==> src/hw/wkirq_pkg.sv <==
// Package: register map, field positions and timing for the wake-event interrupt block
// How it works
// - The supply-level change detector is always armed; each of the four pin detectors has its own enable.
// - In suspend with remote wakeup, mask bit 2 and the detector enabled, an event restarts the clock, raises the wake interrupt and schedules resume.
// - Resume signalling starts when firmware clears the wake interrupt or 10 ms after it was raised, whichever is first.
// - With remote wakeup and low power both off, the clock runs through suspend and events interrupt as usual.
// - With low power on, the clock stops in suspend; unless remote wakeup and mask bit 2 are on, events are only captured, without an interrupt.
// - With remote wakeup off the clock stays stopped until the host resumes; then the captured event interrupts.
// - Control bit 6 is the low-power enable that decides clock shutdown in suspend.
// - Mask bit 2 gates the wake interrupt and, with remote wakeup, gates clock wakeup in suspend.
// - Control bit 5 is the remote wakeup enable; it gates clock wakeup and upstream resume.
// - Config bit 2 enables change detection on pin 4 of the port, bit 3 on pin 5.
// - Config bit 4 enables card-detect A on pin 2 of the port, bit 5 card-detect B on pin 3.
// - Each detector gives a one-cycle pulse; the ORed pulse sets the shared wake bit only when enabled, whether or not it is already set.
// - Writing one to the shared wake bit clears the pending interrupt; per-source bits stay set.
// - Each per-source bit clears only on a write of one; firmware clears the shared bit first.
package wkirq_pkg;
	// Register byte offsets, one aligned word each
	localparam logic [7:0] OFF_STATUS = 8'h00;
	localparam logic [7:0] OFF_MASK = 8'h04;
	localparam logic [7:0] OFF_CONTROL = 8'h08;
	localparam logic [7:0] OFF_CPU_CFG = 8'h0c;
	localparam logic [7:0] OFF_WK_SRC = 8'h10;
	// Field positions
	localparam int BIT_WAKE = 2;
	localparam int BIT_WAKE_EN = 2;
	localparam int BIT_RWU_EN = 5;
	localparam int BIT_LP_EN = 6;
	localparam int BIT_GPIO4_EN = 2;
	localparam int BIT_GPIO5_EN = 3;
	localparam int BIT_CDA_EN = 4;
	localparam int BIT_CDB_EN = 5;
	// Source index inside the wakeup source register
	localparam int SRC_VBUS = 0;
	localparam int SRC_CDA = 1;
	localparam int SRC_CDB = 2;
	localparam int SRC_GPIO4 = 3;
	localparam int SRC_GPIO5 = 4;
	localparam int NSRC = 5;
	// Reset values
	localparam logic [7:0] RST_REG = 8'h00;
	// Timing
	localparam int CLK_HZ = 40000000;
	localparam int RESUME_DELAY_MS = 10;
	localparam int RESUME_CYC = RESUME_DELAY_MS * (CLK_HZ / 1000);
	// Bus answers
	localparam logic [1:0] RESP_OKAY = 2'h0;
	localparam logic [1:0] RESP_SLVERR = 2'h2;
	// Resume scheduler states
	typedef enum logic [2:0] {
		RS_IDLE = 3'h1,
		RS_WAIT = 3'h2,
		RS_SEND = 3'h4
	} wkirq_rs_t;
endpackage : wkirq_pkg

==> src/hw/wkirq_sync_latch.sv <==
// Capture of stopped-clock events and their synchroniser into the core domain
`timescale 1ns/1ps
module wkirq_sync_latch #(
	parameter int W = 5
) (
	input wire logic i_clk,
	input wire logic i_srst,
	input wire logic [W-1:0] i_capture,
	input wire logic i_release,
	output logic [W-1:0] o_evt
);
	typedef struct packed {
		logic [W-1:0] hold;
		logic [W-1:0] s1;
		logic [W-1:0] s2;
		logic [W-1:0] done;
		logic [W-1:0] evt;
	} wkirq_sl_t;

	wkirq_sl_t r_r;
	wkirq_sl_t r_nxt;

	////////////////////////////////////////////////////////////////
	// Held events cross two flops; only s2 is looked at downstream
	always_comb begin
		r_nxt = r_r;
		r_nxt.s1 = r_r.hold;
		r_nxt.s2 = r_r.s1;
		// Released once per capture; done blocks the stale s2 tail
		r_nxt.evt = r_r.s2 & ~r_r.done & {W{i_release}};
		r_nxt.done = (r_r.done | r_nxt.evt) & r_r.s2;
		// New capture wins over the clear of the same bit
		r_nxt.hold = i_capture | (r_r.hold & ~r_nxt.evt);
	end

	always_ff @(posedge i_clk) begin
		if (i_srst) begin
			r_r <= '0;
		end else begin
			r_r <= r_nxt;
		end
	end

	assign o_evt = r_r.evt;
endmodule : wkirq_sync_latch

==> src/hw/wkirq_top.sv <==
// Wake-event interrupt, clock shutdown and remote wakeup with an AXI4-Lite register slave
//
// The AXI4-Lite interface to the registers and the placing of the registers were chosen for this implementation.
`timescale 1ns/1ps
module wkirq_top #(
	parameter int RESUME_CYC = wkirq_pkg::RESUME_CYC
) (
	input wire logic i_clk,
	input wire logic i_srst,
	input wire logic [7:0] i_awaddr,
	input wire logic i_awvalid,
	output logic o_awready,
	input wire logic [31:0] i_wdata,
	input wire logic [3:0] i_wstrb,
	input wire logic i_wvalid,
	output logic o_wready,
	output logic [1:0] o_bresp,
	output logic o_bvalid,
	input wire logic i_bready,
	input wire logic [7:0] i_araddr,
	input wire logic i_arvalid,
	output logic o_arready,
	output logic [31:0] o_rdata,
	output logic [1:0] o_rresp,
	output logic o_rvalid,
	input wire logic i_rready,
	input wire logic i_suspend,
	input wire logic i_vbus,
	input wire logic i_cd_a,
	input wire logic i_cd_b,
	input wire logic i_gpio4,
	input wire logic i_gpio5,
	output logic o_wake_irq,
	output logic o_core_clk_run,
	output logic o_resume_start
);
	localparam int NS = wkirq_pkg::NSRC;
	localparam int CW = $clog2(RESUME_CYC + 1);

	initial begin
		if (RESUME_CYC < 2) begin
			$error("RESUME_CYC must be at least 2");
		end
	end

	typedef struct packed {
		logic aw_hold;
		logic [7:0] aw_addr;
		logic w_hold;
		logic [7:0] w_data;
		logic w_lane0;
		logic awready;
		logic wready;
		logic bvalid;
		logic [1:0] bresp;
		logic arready;
		logic rvalid;
		logic [7:0] rdata;
		logic [1:0] rresp;
		logic [7:0] status;
		logic [7:0] mask;
		logic [7:0] control;
		logic [7:0] cpu_cfg;
		logic [NS-1:0] src;
		logic [NS-1:0] pin_prev;
		logic primed;
		logic woken;
		logic clk_run;
		logic irq;
		logic resume;
		wkirq_pkg::wkirq_rs_t rs;
		logic [CW-1:0] cnt;
	} wkirq_st_t;

	wkirq_st_t r_r;
	wkirq_st_t r_nxt;

	logic [NS-1:0] late_evt;
	logic [NS-1:0] cap_evt;

	// Word decode on byte address, low two bits ignored
	function automatic logic wkirq_hit(input logic [7:0] addr, input logic [7:0] off);
		wkirq_hit = (addr[7:2] == off[7:2]);
	endfunction : wkirq_hit

	function automatic logic wkirq_mapped(input logic [7:0] addr);
		wkirq_mapped = wkirq_hit(addr, wkirq_pkg::OFF_STATUS)
			| wkirq_hit(addr, wkirq_pkg::OFF_MASK)
			| wkirq_hit(addr, wkirq_pkg::OFF_CONTROL)
			| wkirq_hit(addr, wkirq_pkg::OFF_CPU_CFG)
			| wkirq_hit(addr, wkirq_pkg::OFF_WK_SRC);
	endfunction : wkirq_mapped

	////////////////////////////////////////////////////////////////
	// Events caught while the clock is stopped
	wkirq_sync_latch #(
		.W(NS)
	) u_latch (
		.i_clk(i_clk),
		.i_srst(i_srst),
		.i_capture(cap_evt),
		.i_release(r_r.clk_run),
		.o_evt(late_evt)
	);

	////////////////////////////////////////////////////////////////
	// Whole next-state computation
	always_comb begin
		logic [NS-1:0] pins;
		logic [NS-1:0] det_en;
		logic [NS-1:0] pulse;
		logic [NS-1:0] live;
		logic [NS-1:0] src_clr;
		logic lp_en;
		logic rwu_en;
		logic wake_en;
		logic stopped;
		logic do_wr;
		logic wake_clr;
		logic set_ev;
		logic raise;
		r_nxt = r_r;
		pins = '0;
		det_en = '0;
		pulse = '0;
		live = '0;
		src_clr = '0;
		cap_evt = '0;
		do_wr = 1'b0;
		wake_clr = 1'b0;

		lp_en = r_r.control[wkirq_pkg::BIT_LP_EN];
		rwu_en = r_r.control[wkirq_pkg::BIT_RWU_EN];
		wake_en = r_r.mask[wkirq_pkg::BIT_WAKE_EN];

		// Change detectors: one-cycle pulse per edge of each pin
		pins[wkirq_pkg::SRC_VBUS] = i_vbus;
		pins[wkirq_pkg::SRC_CDA] = i_cd_a;
		pins[wkirq_pkg::SRC_CDB] = i_cd_b;
		pins[wkirq_pkg::SRC_GPIO4] = i_gpio4;
		pins[wkirq_pkg::SRC_GPIO5] = i_gpio5;
		det_en[wkirq_pkg::SRC_VBUS] = 1'b1;
		det_en[wkirq_pkg::SRC_CDA] = r_r.cpu_cfg[wkirq_pkg::BIT_CDA_EN];
		det_en[wkirq_pkg::SRC_CDB] = r_r.cpu_cfg[wkirq_pkg::BIT_CDB_EN];
		det_en[wkirq_pkg::SRC_GPIO4] = r_r.cpu_cfg[wkirq_pkg::BIT_GPIO4_EN];
		det_en[wkirq_pkg::SRC_GPIO5] = r_r.cpu_cfg[wkirq_pkg::BIT_GPIO5_EN];
		// Primed flag stops the reset value of pin_prev faking an edge
		pulse = (pins ^ r_r.pin_prev) & det_en & {NS{r_r.primed}};
		r_nxt.pin_prev = pins;
		r_nxt.primed = 1'b1;

		// Clock stops only in suspend with low power on
		stopped = i_suspend & lp_en & ~r_r.woken;
		if (stopped && rwu_en && wake_en && (|pulse)) begin
			r_nxt.woken = 1'b1;
			live = pulse;
		end else if (stopped) begin
			cap_evt = pulse;
		end else begin
			live = pulse | late_evt;
		end
		// Host resume ends suspend and gives the clock back
		if (!i_suspend) begin
			r_nxt.woken = 1'b0;
		end
		r_nxt.clk_run = ~(i_suspend & lp_en & ~r_nxt.woken);

		////////////////////////////////////////////////////////////
		// Write channel: address and data taken in either order
		if (i_awvalid && r_r.awready) begin
			r_nxt.aw_hold = 1'b1;
			r_nxt.aw_addr = i_awaddr;
		end
		if (i_wvalid && r_r.wready) begin
			r_nxt.w_hold = 1'b1;
			r_nxt.w_data = i_wdata[7:0];
			r_nxt.w_lane0 = i_wstrb[0];
		end
		if (r_r.bvalid && i_bready) begin
			r_nxt.bvalid = 1'b0;
		end
		if (r_r.aw_hold && r_r.w_hold && !r_r.bvalid) begin
			do_wr = r_r.w_lane0;
			r_nxt.aw_hold = 1'b0;
			r_nxt.w_hold = 1'b0;
			r_nxt.bvalid = 1'b1;
			r_nxt.bresp = wkirq_mapped(r_r.aw_addr) ? wkirq_pkg::RESP_OKAY
				: wkirq_pkg::RESP_SLVERR;
		end
		if (do_wr) begin
			if (wkirq_hit(r_r.aw_addr, wkirq_pkg::OFF_STATUS)) begin
				wake_clr = r_r.w_data[wkirq_pkg::BIT_WAKE];
			end
			if (wkirq_hit(r_r.aw_addr, wkirq_pkg::OFF_MASK)) begin
				r_nxt.mask = r_r.w_data;
			end
			if (wkirq_hit(r_r.aw_addr, wkirq_pkg::OFF_CONTROL)) begin
				r_nxt.control = r_r.w_data;
			end
			if (wkirq_hit(r_r.aw_addr, wkirq_pkg::OFF_CPU_CFG)) begin
				r_nxt.cpu_cfg = r_r.w_data;
			end
			if (wkirq_hit(r_r.aw_addr, wkirq_pkg::OFF_WK_SRC)) begin
				src_clr = r_r.w_data[NS-1:0];
			end
		end
		// Each ready only while its own channel holds nothing and no response is pending, so one write at a time
		r_nxt.awready = ~r_nxt.aw_hold & ~r_nxt.bvalid;
		r_nxt.wready = ~r_nxt.w_hold & ~r_nxt.bvalid;

		////////////////////////////////////////////////////////////
		// Shared wake bit: set wins over a clear in the same cycle
		set_ev = (|live) & wake_en;
		raise = set_ev & ~r_r.status[wkirq_pkg::BIT_WAKE];
		r_nxt.status[wkirq_pkg::BIT_WAKE] = set_ev
			| (r_r.status[wkirq_pkg::BIT_WAKE] & ~wake_clr);
		// Source bits only clear by their own write of one
		r_nxt.src = live | (r_r.src & ~src_clr);
		r_nxt.irq = r_nxt.status[wkirq_pkg::BIT_WAKE] & r_nxt.mask[wkirq_pkg::BIT_WAKE_EN];

		////////////////////////////////////////////////////////////
		// Resume scheduling after a wake raised in suspend
		r_nxt.resume = 1'b0;
		unique case (r_r.rs)
			wkirq_pkg::RS_IDLE: begin
				if (raise && i_suspend && rwu_en) begin
					r_nxt.rs = wkirq_pkg::RS_WAIT;
					r_nxt.cnt = '0;
				end
			end
			wkirq_pkg::RS_WAIT: begin
				r_nxt.cnt = r_r.cnt + CW'(1);
				// Clear by firmware or the 10 ms budget, first one wins
				if (wake_clr || (r_r.cnt == CW'(RESUME_CYC - 1))) begin
					r_nxt.rs = wkirq_pkg::RS_SEND;
				end
			end
			wkirq_pkg::RS_SEND: begin
				r_nxt.resume = 1'b1;
				r_nxt.rs = wkirq_pkg::RS_IDLE;
			end
			default: begin
				r_nxt.rs = wkirq_pkg::RS_IDLE;
			end
		endcase

		////////////////////////////////////////////////////////////
		// Read channel with registered data
		if (r_r.rvalid && i_rready) begin
			r_nxt.rvalid = 1'b0;
		end
		if (i_arvalid && r_r.arready) begin
			r_nxt.rvalid = 1'b1;
			r_nxt.rresp = wkirq_mapped(i_araddr) ? wkirq_pkg::RESP_OKAY
				: wkirq_pkg::RESP_SLVERR;
			r_nxt.rdata = 8'h00;
			if (wkirq_hit(i_araddr, wkirq_pkg::OFF_STATUS)) begin
				r_nxt.rdata = r_r.status;
			end
			if (wkirq_hit(i_araddr, wkirq_pkg::OFF_MASK)) begin
				r_nxt.rdata = r_r.mask;
			end
			if (wkirq_hit(i_araddr, wkirq_pkg::OFF_CONTROL)) begin
				r_nxt.rdata = r_r.control;
			end
			if (wkirq_hit(i_araddr, wkirq_pkg::OFF_CPU_CFG)) begin
				r_nxt.rdata = r_r.cpu_cfg;
			end
			if (wkirq_hit(i_araddr, wkirq_pkg::OFF_WK_SRC)) begin
				r_nxt.rdata = {{(8 - NS){1'b0}}, r_r.src};
			end
		end
		r_nxt.arready = ~r_nxt.rvalid;
	end

	////////////////////////////////////////////////////////////////
	// State register
	always_ff @(posedge i_clk) begin
		if (i_srst) begin
			r_r <= '0;
			r_r.status <= wkirq_pkg::RST_REG;
			r_r.mask <= wkirq_pkg::RST_REG;
			r_r.control <= wkirq_pkg::RST_REG;
			r_r.cpu_cfg <= wkirq_pkg::RST_REG;
			r_r.rs <= wkirq_pkg::RS_IDLE;
			r_r.clk_run <= 1'b1;
			r_r.awready <= 1'b1;
			r_r.wready <= 1'b1;
			r_r.arready <= 1'b1;
		end else begin
			r_r <= r_nxt;
		end
	end

	// Outputs straight from the state flops
	assign o_awready = r_r.awready;
	assign o_wready = r_r.wready;
	assign o_bresp = r_r.bresp;
	assign o_bvalid = r_r.bvalid;
	assign o_arready = r_r.arready;
	assign o_rdata = {24'h000000, r_r.rdata};
	assign o_rresp = r_r.rresp;
	assign o_rvalid = r_r.rvalid;
	assign o_wake_irq = r_r.irq;
	assign o_core_clk_run = r_r.clk_run;
	assign o_resume_start = r_r.resume;
endmodule : wkirq_top

==> config.mk <==
export PLATFORM = sky130hd
export DESIGN_NAME = wkirq_top
export DESIGN_NICKNAME = d
export VERILOG_FILES = /design/src/hw/wkirq_pkg.sv /design/src/hw/wkirq_sync_latch.sv /design/src/hw/wkirq_top.sv
export SDC_FILE = /design/constraint.sdc
export NUM_CORES = 1
export LEC_CHECK = 0
export BUFFER_PORTS_ARGS = -buffer_cell sky130_fd_sc_hd__buf_2
export CAP_MARGIN = 15
export CORE_MARGIN = 3
export CORE_UTILIZATION = 49
export DETAILED_ROUTE_END_ITERATION = 16
export PLACE_DENSITY = 0.8
export RECOVER_POWER = 100
export SLEW_MARGIN = 40
export SYNTH_ARGS = -nofsm -noshare
export SYNTH_HDL_FRONTEND = slang
export SYNTH_SLANG_ARGS = --single-unit
==> constraint.sdc <==
create_clock -name i_clk -period 1.6 [get_ports i_clk]
set_input_delay 0.24 -clock i_clk [delete_from_list [all_inputs] [get_ports i_clk]]
set_output_delay 0.24 -clock i_clk [all_outputs]
set_load 0.05 [all_outputs]
==> flow_summary.toml, run 1 <==
[sta]
tightest_slew_ns = 0.683
setup_viol = 56
setup_ws_ns = -0.326
drv_slew = 0
fin_hold_ws_ns = 0.00365
min_period_ns = 1.93
hold_violations = 0
finalClockSkew_ns = 0.00763
rsz0062_at_grt = "true"
max_slew_margin = 0.544
fmax_mhz = 519
period_share = 1.20

[synth]
synth_cells = 577
avgSynthCellArea_um2 = 8.79
netlist_area_mm2 = 0.00507
seq_area_frac_synth = 0.470
synthArstFlopShare = 0
yosysWarningCount = 0
ys_types = 59
synth_flop_cell = "dfxtp_1"
synth_edf_count = 0
ys_ff_latch = 119

[clocking]
root_buffer = "clkbuf_8"
cts_buffers = 17
cts-htree-levels = 4
cts_tree = "done"
cts.sinks = 119
insertion_delay_ns = 0.52
cts_buffer_depth = 2
path_clk_slew_ns = 0.06

[place]
io_buffers = 51
gp_congestion = 0.881
dp_slack_ns = -0.317
hpwl_um = 8550

[layout]
fin_util = 0.668
drive_above_1_share = 0.268
fillCellCount = 728
insertedDiodeCount = 0
nets = 753
syn_to_final_growth_pct = 30.6

[floorplanning]
row_count = 36
dieArea_mm2 = 0.0116
initial_utilization = 0.512
num_io_pins = 109
core_area_mm2 = 0.00991
die_w_um = 108
die_h_um = 108

[grt]
grt_max_degree = 34
antenna_found_initial = 0
grt_overflow = 0
grt_pass1_wl_um = 21100
track_usage = 0.229
grt_pass1_vias = 4553

[worst_hold_path]
hold_path.class = "input port to flip-flop"

[run]
drv_cap = 0

[pwr]
powerDensity_mw_per_mm2 = 1080
power_mw = 7.14
ir_worst_vdd_uv = 947
p_leak_nw = 2.75

[worst_setup_path]
worst_path_max_delay_cell = "or4b_1"
worstPathCellList = "and2_4, a222oi_1, buf_4, a31oi_4, or4b_1, nand3_1"
cp-end-kind = "flip-flop"
arrival_ns = 2.38
required_ns = 2.06
cp_slowest_stage_delay_ns = 0.51
cp_max_fo = 8
timing_worst_setup_path_type = "flip-flop to flip-flop"
cp_top_family = "simple AND/OR/NAND/NOR gates"
critPathLaunchType = "flip-flop"
critPathBufInv = 1

[drt]
drc_errors = 0
wl_um = 13200
drt-pass1-iter-count = 5
vias = 4617
avgViaCountPerCell = 5.55
drt_iter0_drc = 322
wl_per_cell_um = 15.8
antenna_left = 0

[run_status]
outcome = "complete, but fails checks"
violations = "negative setup slack"
worst register-to-register path, delay by kind of cell (launching register included):
kind                   cells  cell delay [ns]
buffers and inverters      1             0.21
and+or+nand+nor            3             0.77
DFF                        1             0.32
AOI/OAI and AO/OA          2             0.58
cell usage in the layout (no fill, tap or decap), types with 13 or more instances in the layout:
| cell | netlist | layout |
|---|---|---|
| conb_1 | 1 | 26 |
| dfxtp_1 | 119 | 113 |
| nor2b_1 | 17 | 17 |
| nand3_1 | 21 | 20 |
| clkbuf_2 | 0 | 19 |
| clkbuf_16 | 0 | 16 |
| nand2_1 | 85 | 81 |
| dlygate4sd3_1 | 0 | 18 |
| buf_2 | 2 | 34 |
| buf_4 | 36 | 42 |
| nor2_1 | 52 | 51 |
| a21oi_1 | 31 | 27 |
| mux2i_1 | 17 | 13 |
power breakdown:
part / total (mW) / internal, mW / switching (mW)
Combinational: 0.652 / 0.194 / 0.458
Sequential: 3.09 / 3.03 / 0.0578
Clock: 3.40 / 2.11 / 1.29
synthesized netlist by cell type, types with 2 or more instances:
library cell	instances	area [um^2]
nand2_1	85	319
o31ai_1	3	22.5
nor2b_1	17	106
nand3_1	21	105
nor4_1	7	43.8
nand3b_1	10	75.1
a22oi_1	4	30.0
dfxtp_1	119	2380
nor3b_1	5	37.5
or2_2	2	12.5
a21oi_1	31	155
or3_1	7	43.8
a31oi_1	9	56.3
nor2_1	52	195
a22o_1	7	61.3
mux2i_1	17	170
o21ai_0	17	85.1
buf_2	2	10.0
buf_1	2	7.51
or4b_1	3	30.0
a221oi_1	5	43.8
nand2b_1	3	18.8
nor3_1	14	70.1
inv_1	8	30.0
and3_1	4	25.0
mux2_2	7	78.8
o211a_1	5	50.1
xor2_1	6	52.6
nor4b_1	2	17.5
and2_1	9	56.3
buf_4	36	270
xnor2_1	3	26.3
nand4_1	6	37.5
clkbuf_1	22	82.6
nand4b_1	3	26.3
routing by layer:
layer	share of wire	up-vias	track usage
met5	0	-	0
met4	0.028	0	0.0965
met3	0.062	39	0.0522
met2	0.50	191	0.393
met1	0.41	2216	0.274
li1	-	2171	-
repair_timing:
| item | in CTS | in global routing |
|---|---|---|
| setup endpoints to repair | 54 | 54 |
| hold buffers | 18 | 0 |
| gates resized for setup | 38 | 22 |
| setup buffers | 2 | 4 |
| pin swaps | 26 | 16 |
| hold endpoints to repair | 18 | 0 |
flip-flops by register name, indices dropped and copies added, names as in the netlist, 5 cells and up:
register / cells
o_rdata: 8
u_latch.r_r: 10
r_r: 76
u_latch.o_evt: 5
u_latch.r_nxt: 10
stage by stage:
stage	instances	TNS (ns)	instance area [um^2]
floorplan	602	-1.93	5200
global placement	778	-5.40	5640
detailed placement	778	-7.39	5640
CTS	829	-4.02	6510
global route	832	-12.42	6620
finish	832	-7.60	6620
final timing paths:
path / startpoint / depth (start not counted) / slack, ns / to
min reg2reg: u_latch.r_r[5]$_SDFF_PP0_ / 1 / 0.44 / u_latch.o_evt[0]$_SDFF_PP0_
min: i_cd_a / 2 / 0.004 / r_r[28]$_SDFF_PP0_
max reg2reg: r_r[39]$_SDFFE_PP0P_ / 6 / -0.33 / r_r[18]$_SDFFE_PP0P_
max: r_r[39]$_SDFFE_PP0P_ / 6 / -0.33 / r_r[18]$_SDFFE_PP0P_
final cells by class:
cell class	instances	area, um^2	share of cell area
multi-input cells	413	2610	0.395
inverters	8	30.0	0.00454
clock buffers	21	449	0.0678
repair buffers	128	890	0.134
clock inverters	10	80.1	0.0121
well taps	133	166	0.0251
flip-flops and latches	119	2390	0.361
cells by family (layout without fill, tap and decap cells):
| kind of cell | count (synthesis) | after routing | synth area share |
|---|---|---|---|
| other | 1 | 26 | 0.000740 |
| muxes | 25 | 25 | 0.0536 |
| and+or+nand+nor | 259 | 259 | 0.258 |
| xor gates and xnor gates | 9 | 9 | 0.0155 |
| adders and majority gates | 1 | 1 | 0.00247 |
| buffers and inverters | 70 | 167 | 0.0790 |
| DFF | 119 | 119 | 0.470 |
| AOI/OAI and AO/OA | 93 | 93 | 0.121 |
(Power assumes the default switching activity.)
==> run 2, diff against run 1 <==
--- a/config.mk
+++ b/config.mk
@@ -8,9 +8,9 @@
 export BUFFER_PORTS_ARGS = -buffer_cell sky130_fd_sc_hd__buf_2
 export CAP_MARGIN = 15
 export CORE_MARGIN = 3
-export CORE_UTILIZATION = 49
+export CORE_UTILIZATION = 54
 export DETAILED_ROUTE_END_ITERATION = 16
-export PLACE_DENSITY = 0.8
+export PLACE_DENSITY = 0.83
 export RECOVER_POWER = 100
 export SLEW_MARGIN = 40
 export SYNTH_ARGS = -nofsm -noshare
==> constraint.sdc (replaced) <==
create_clock -name i_clk -period 2 [get_ports i_clk]
set_input_delay 0.3 -clock i_clk [delete_from_list [all_inputs] [get_ports i_clk]]
set_output_delay 0.3 -clock i_clk [all_outputs]
set_load 0.05 [all_outputs]
==> flow_summary.toml, run 2 (synthesis gave the netlist of run 1 again) <==
[run_status]
outcome = "finished clean"

[place]
hpwl_um = 7960
io_buffers = 51
gp_congestion = 0.875
dp_cells = 722

[drt]
wl_per_cell_um = 16.2
avgViaCountPerCell = 5.82
wl_um = 12300
drc_errors = 0
drt_iter0_drc = 289
antenna_left = 0
drt-pass1-iter-count = 5
vias = 4414

[layout]
fillCellCount = 673
syn_to_final_growth_pct = 18.4
insertedDiodeCount = 0
drive_above_1_share = 0.155
fin_cells = 758
nets = 703
fin_util = 0.672
final_cell_mix = "119 x dfxtp_1, 85 x nand2_1, 52 x nor2_1"
largest_reg_flops = 76
final_common_cell = "dfxtp_1"
max_flop_register = "r_r"

[floorplanning]
die_w_um = 103
dieArea_mm2 = 0.0106
die_h_um = 103
core_area_mm2 = 0.00893
initial_utilization = 0.568
num_io_pins = 109
row_count = 34

[worst_setup_path]
critPathLaunchType = "flip-flop"
worst_path_max_delay_cell = "or4_1"
crit_cells = 6
arrival_ns = 2.38
cp_slowest_stage_delay_ns = 0.58
timing_worst_setup_path_type = "flip-flop to flip-flop"
cp_max_fo = 5
required_ns = 2.46
worstPathCellList = "or4_1, o21ai_4, a31oi_4, clkbuf_4, nor4b_1, a21o_1"
critPathBufInv = 1
critPathLaunch = "u_latch.o_evt[2]$_SDFF_PP0_"
r2r_start = "u_latch.o_evt[2]$_SDFF_PP0_"
cp_top_family = "simple AND/OR/NAND/NOR gates"
r2r_cells = 6
cp-end-kind = "flip-flop"

[clocking]
root_buffer = "clkbuf_8"
cts_buffers = 17
cts.sinks = 119
insertion_delay_ns = 0.52
cts_tree = "done"
path_clk_slew_ns = 0.06
cts-htree-levels = 4
cts_buffer_depth = 2
hold_buffers = 0

[sta]
setup_tns_ns = 0
fin_hold_ws_ns = 0.0171
max_slew_margin = 0.403
period_share = 0.963
setup_viol = 0
tightest_slew_ns = 0.896
min_period_ns = 1.93
hold_violations = 0
finalClockSkew_ns = 0.0116
drv_slew = 0
fmax_mhz = 519

[grt]
grt_pass1_vias = 4103
grt_max_degree = 55
antenna_found_initial = 0
grt_pass1_wl_um = 19300
track_usage = 0.232
grt_overflow = 0

[worst_hold_path]
hold_path.class = "input port to flip-flop"
worstHoldStart = "i_awaddr[5]"
hold_depth = 3

[pwr]
power_mw = 6.12
ir_worst_vdd_uv = 744
powerDensity_mw_per_mm2 = 1020
p_leak_nw = 2.45

[run]
drv_cap = 0
run 2: cell count changes in the layout (fill, tap and decap cells not counted), sizes merged:
cell,change
bufinv,+3
a31oi,+1
inv,+7
clkinv,-5
buf,-37
dlygate4sd3,-18
run 2: timing repair:
item / CTS / global route
resized for setup: 1 / 2
endpoints found under the setup margin: 1 / 2
pin swaps: 0 / 2
buffers inserted: 0 / 3
gates cloned: 0 / 1
run 2: worst paths after layout:
kind	end	slack [ns]
worst max-delay path	r_r[10]$_SDFFE_PP0P_	0.07
worst min-delay path	r_r[101]$_SDFFE_PP0P_	0.02
worst max register to register	r_r[10]$_SDFFE_PP0P_	0.07
worst min register to register	u_latch.r_r[14]$_SDFF_PP0_	0.44
run 2: worst reg2reg max path: stages (launching register included):
cell,delay (ns)
dfxtp_1,0.31
or4_1,0.58
o21ai_4,0.23
a31oi_4,0.14
clkbuf_4,0.17
nor4b_1,0.32
a21o_1,0.12
run 2: cell type report:
cell class / instances / area (um^2) / share of cell area
inverter: 8 / 30.0 / 0.00500
tap: 108 / 135 / 0.0225
clock inverter: 15 / 213 / 0.0354
clock buffer: 17 / 414 / 0.0690
sequential: 119 / 2380 / 0.397
timing repair buffer: 77 / 412 / 0.0686
multi-input combinational: 414 / 2410 / 0.402
run 2: per-stage QoR:
| step | cell area, um^2 | setup slack (ns) |
|---|---|---|
| 2_1_floorplan | 5160 | 0.107 |
| 3_3_place_gp | 5370 | 0.0589 |
| 3_5_place_dp | 5370 | -0.0177 |
| 4_1_cts | 6000 | 0.0831 |
| 5_1_grt | 6000 | -0.0109 |
| 6_report | 6000 | 0.0738 |
run 2: power by group:
group	internal (mW)	switching [mW]	total [mW]
sequential	2.42	0.0449	2.47
combinational	0.0987	0.336	0.435
clock	2.05	1.16	3.22
run 2: routing by layer:
metal	track usage	up-vias	part of all wire
li1	-	2086	-
met1	0.296	2118	0.43
met2	0.382	190	0.49
met3	0.0555	20	0.060
met4	0.0847	0	0.014
met5	0	-	0
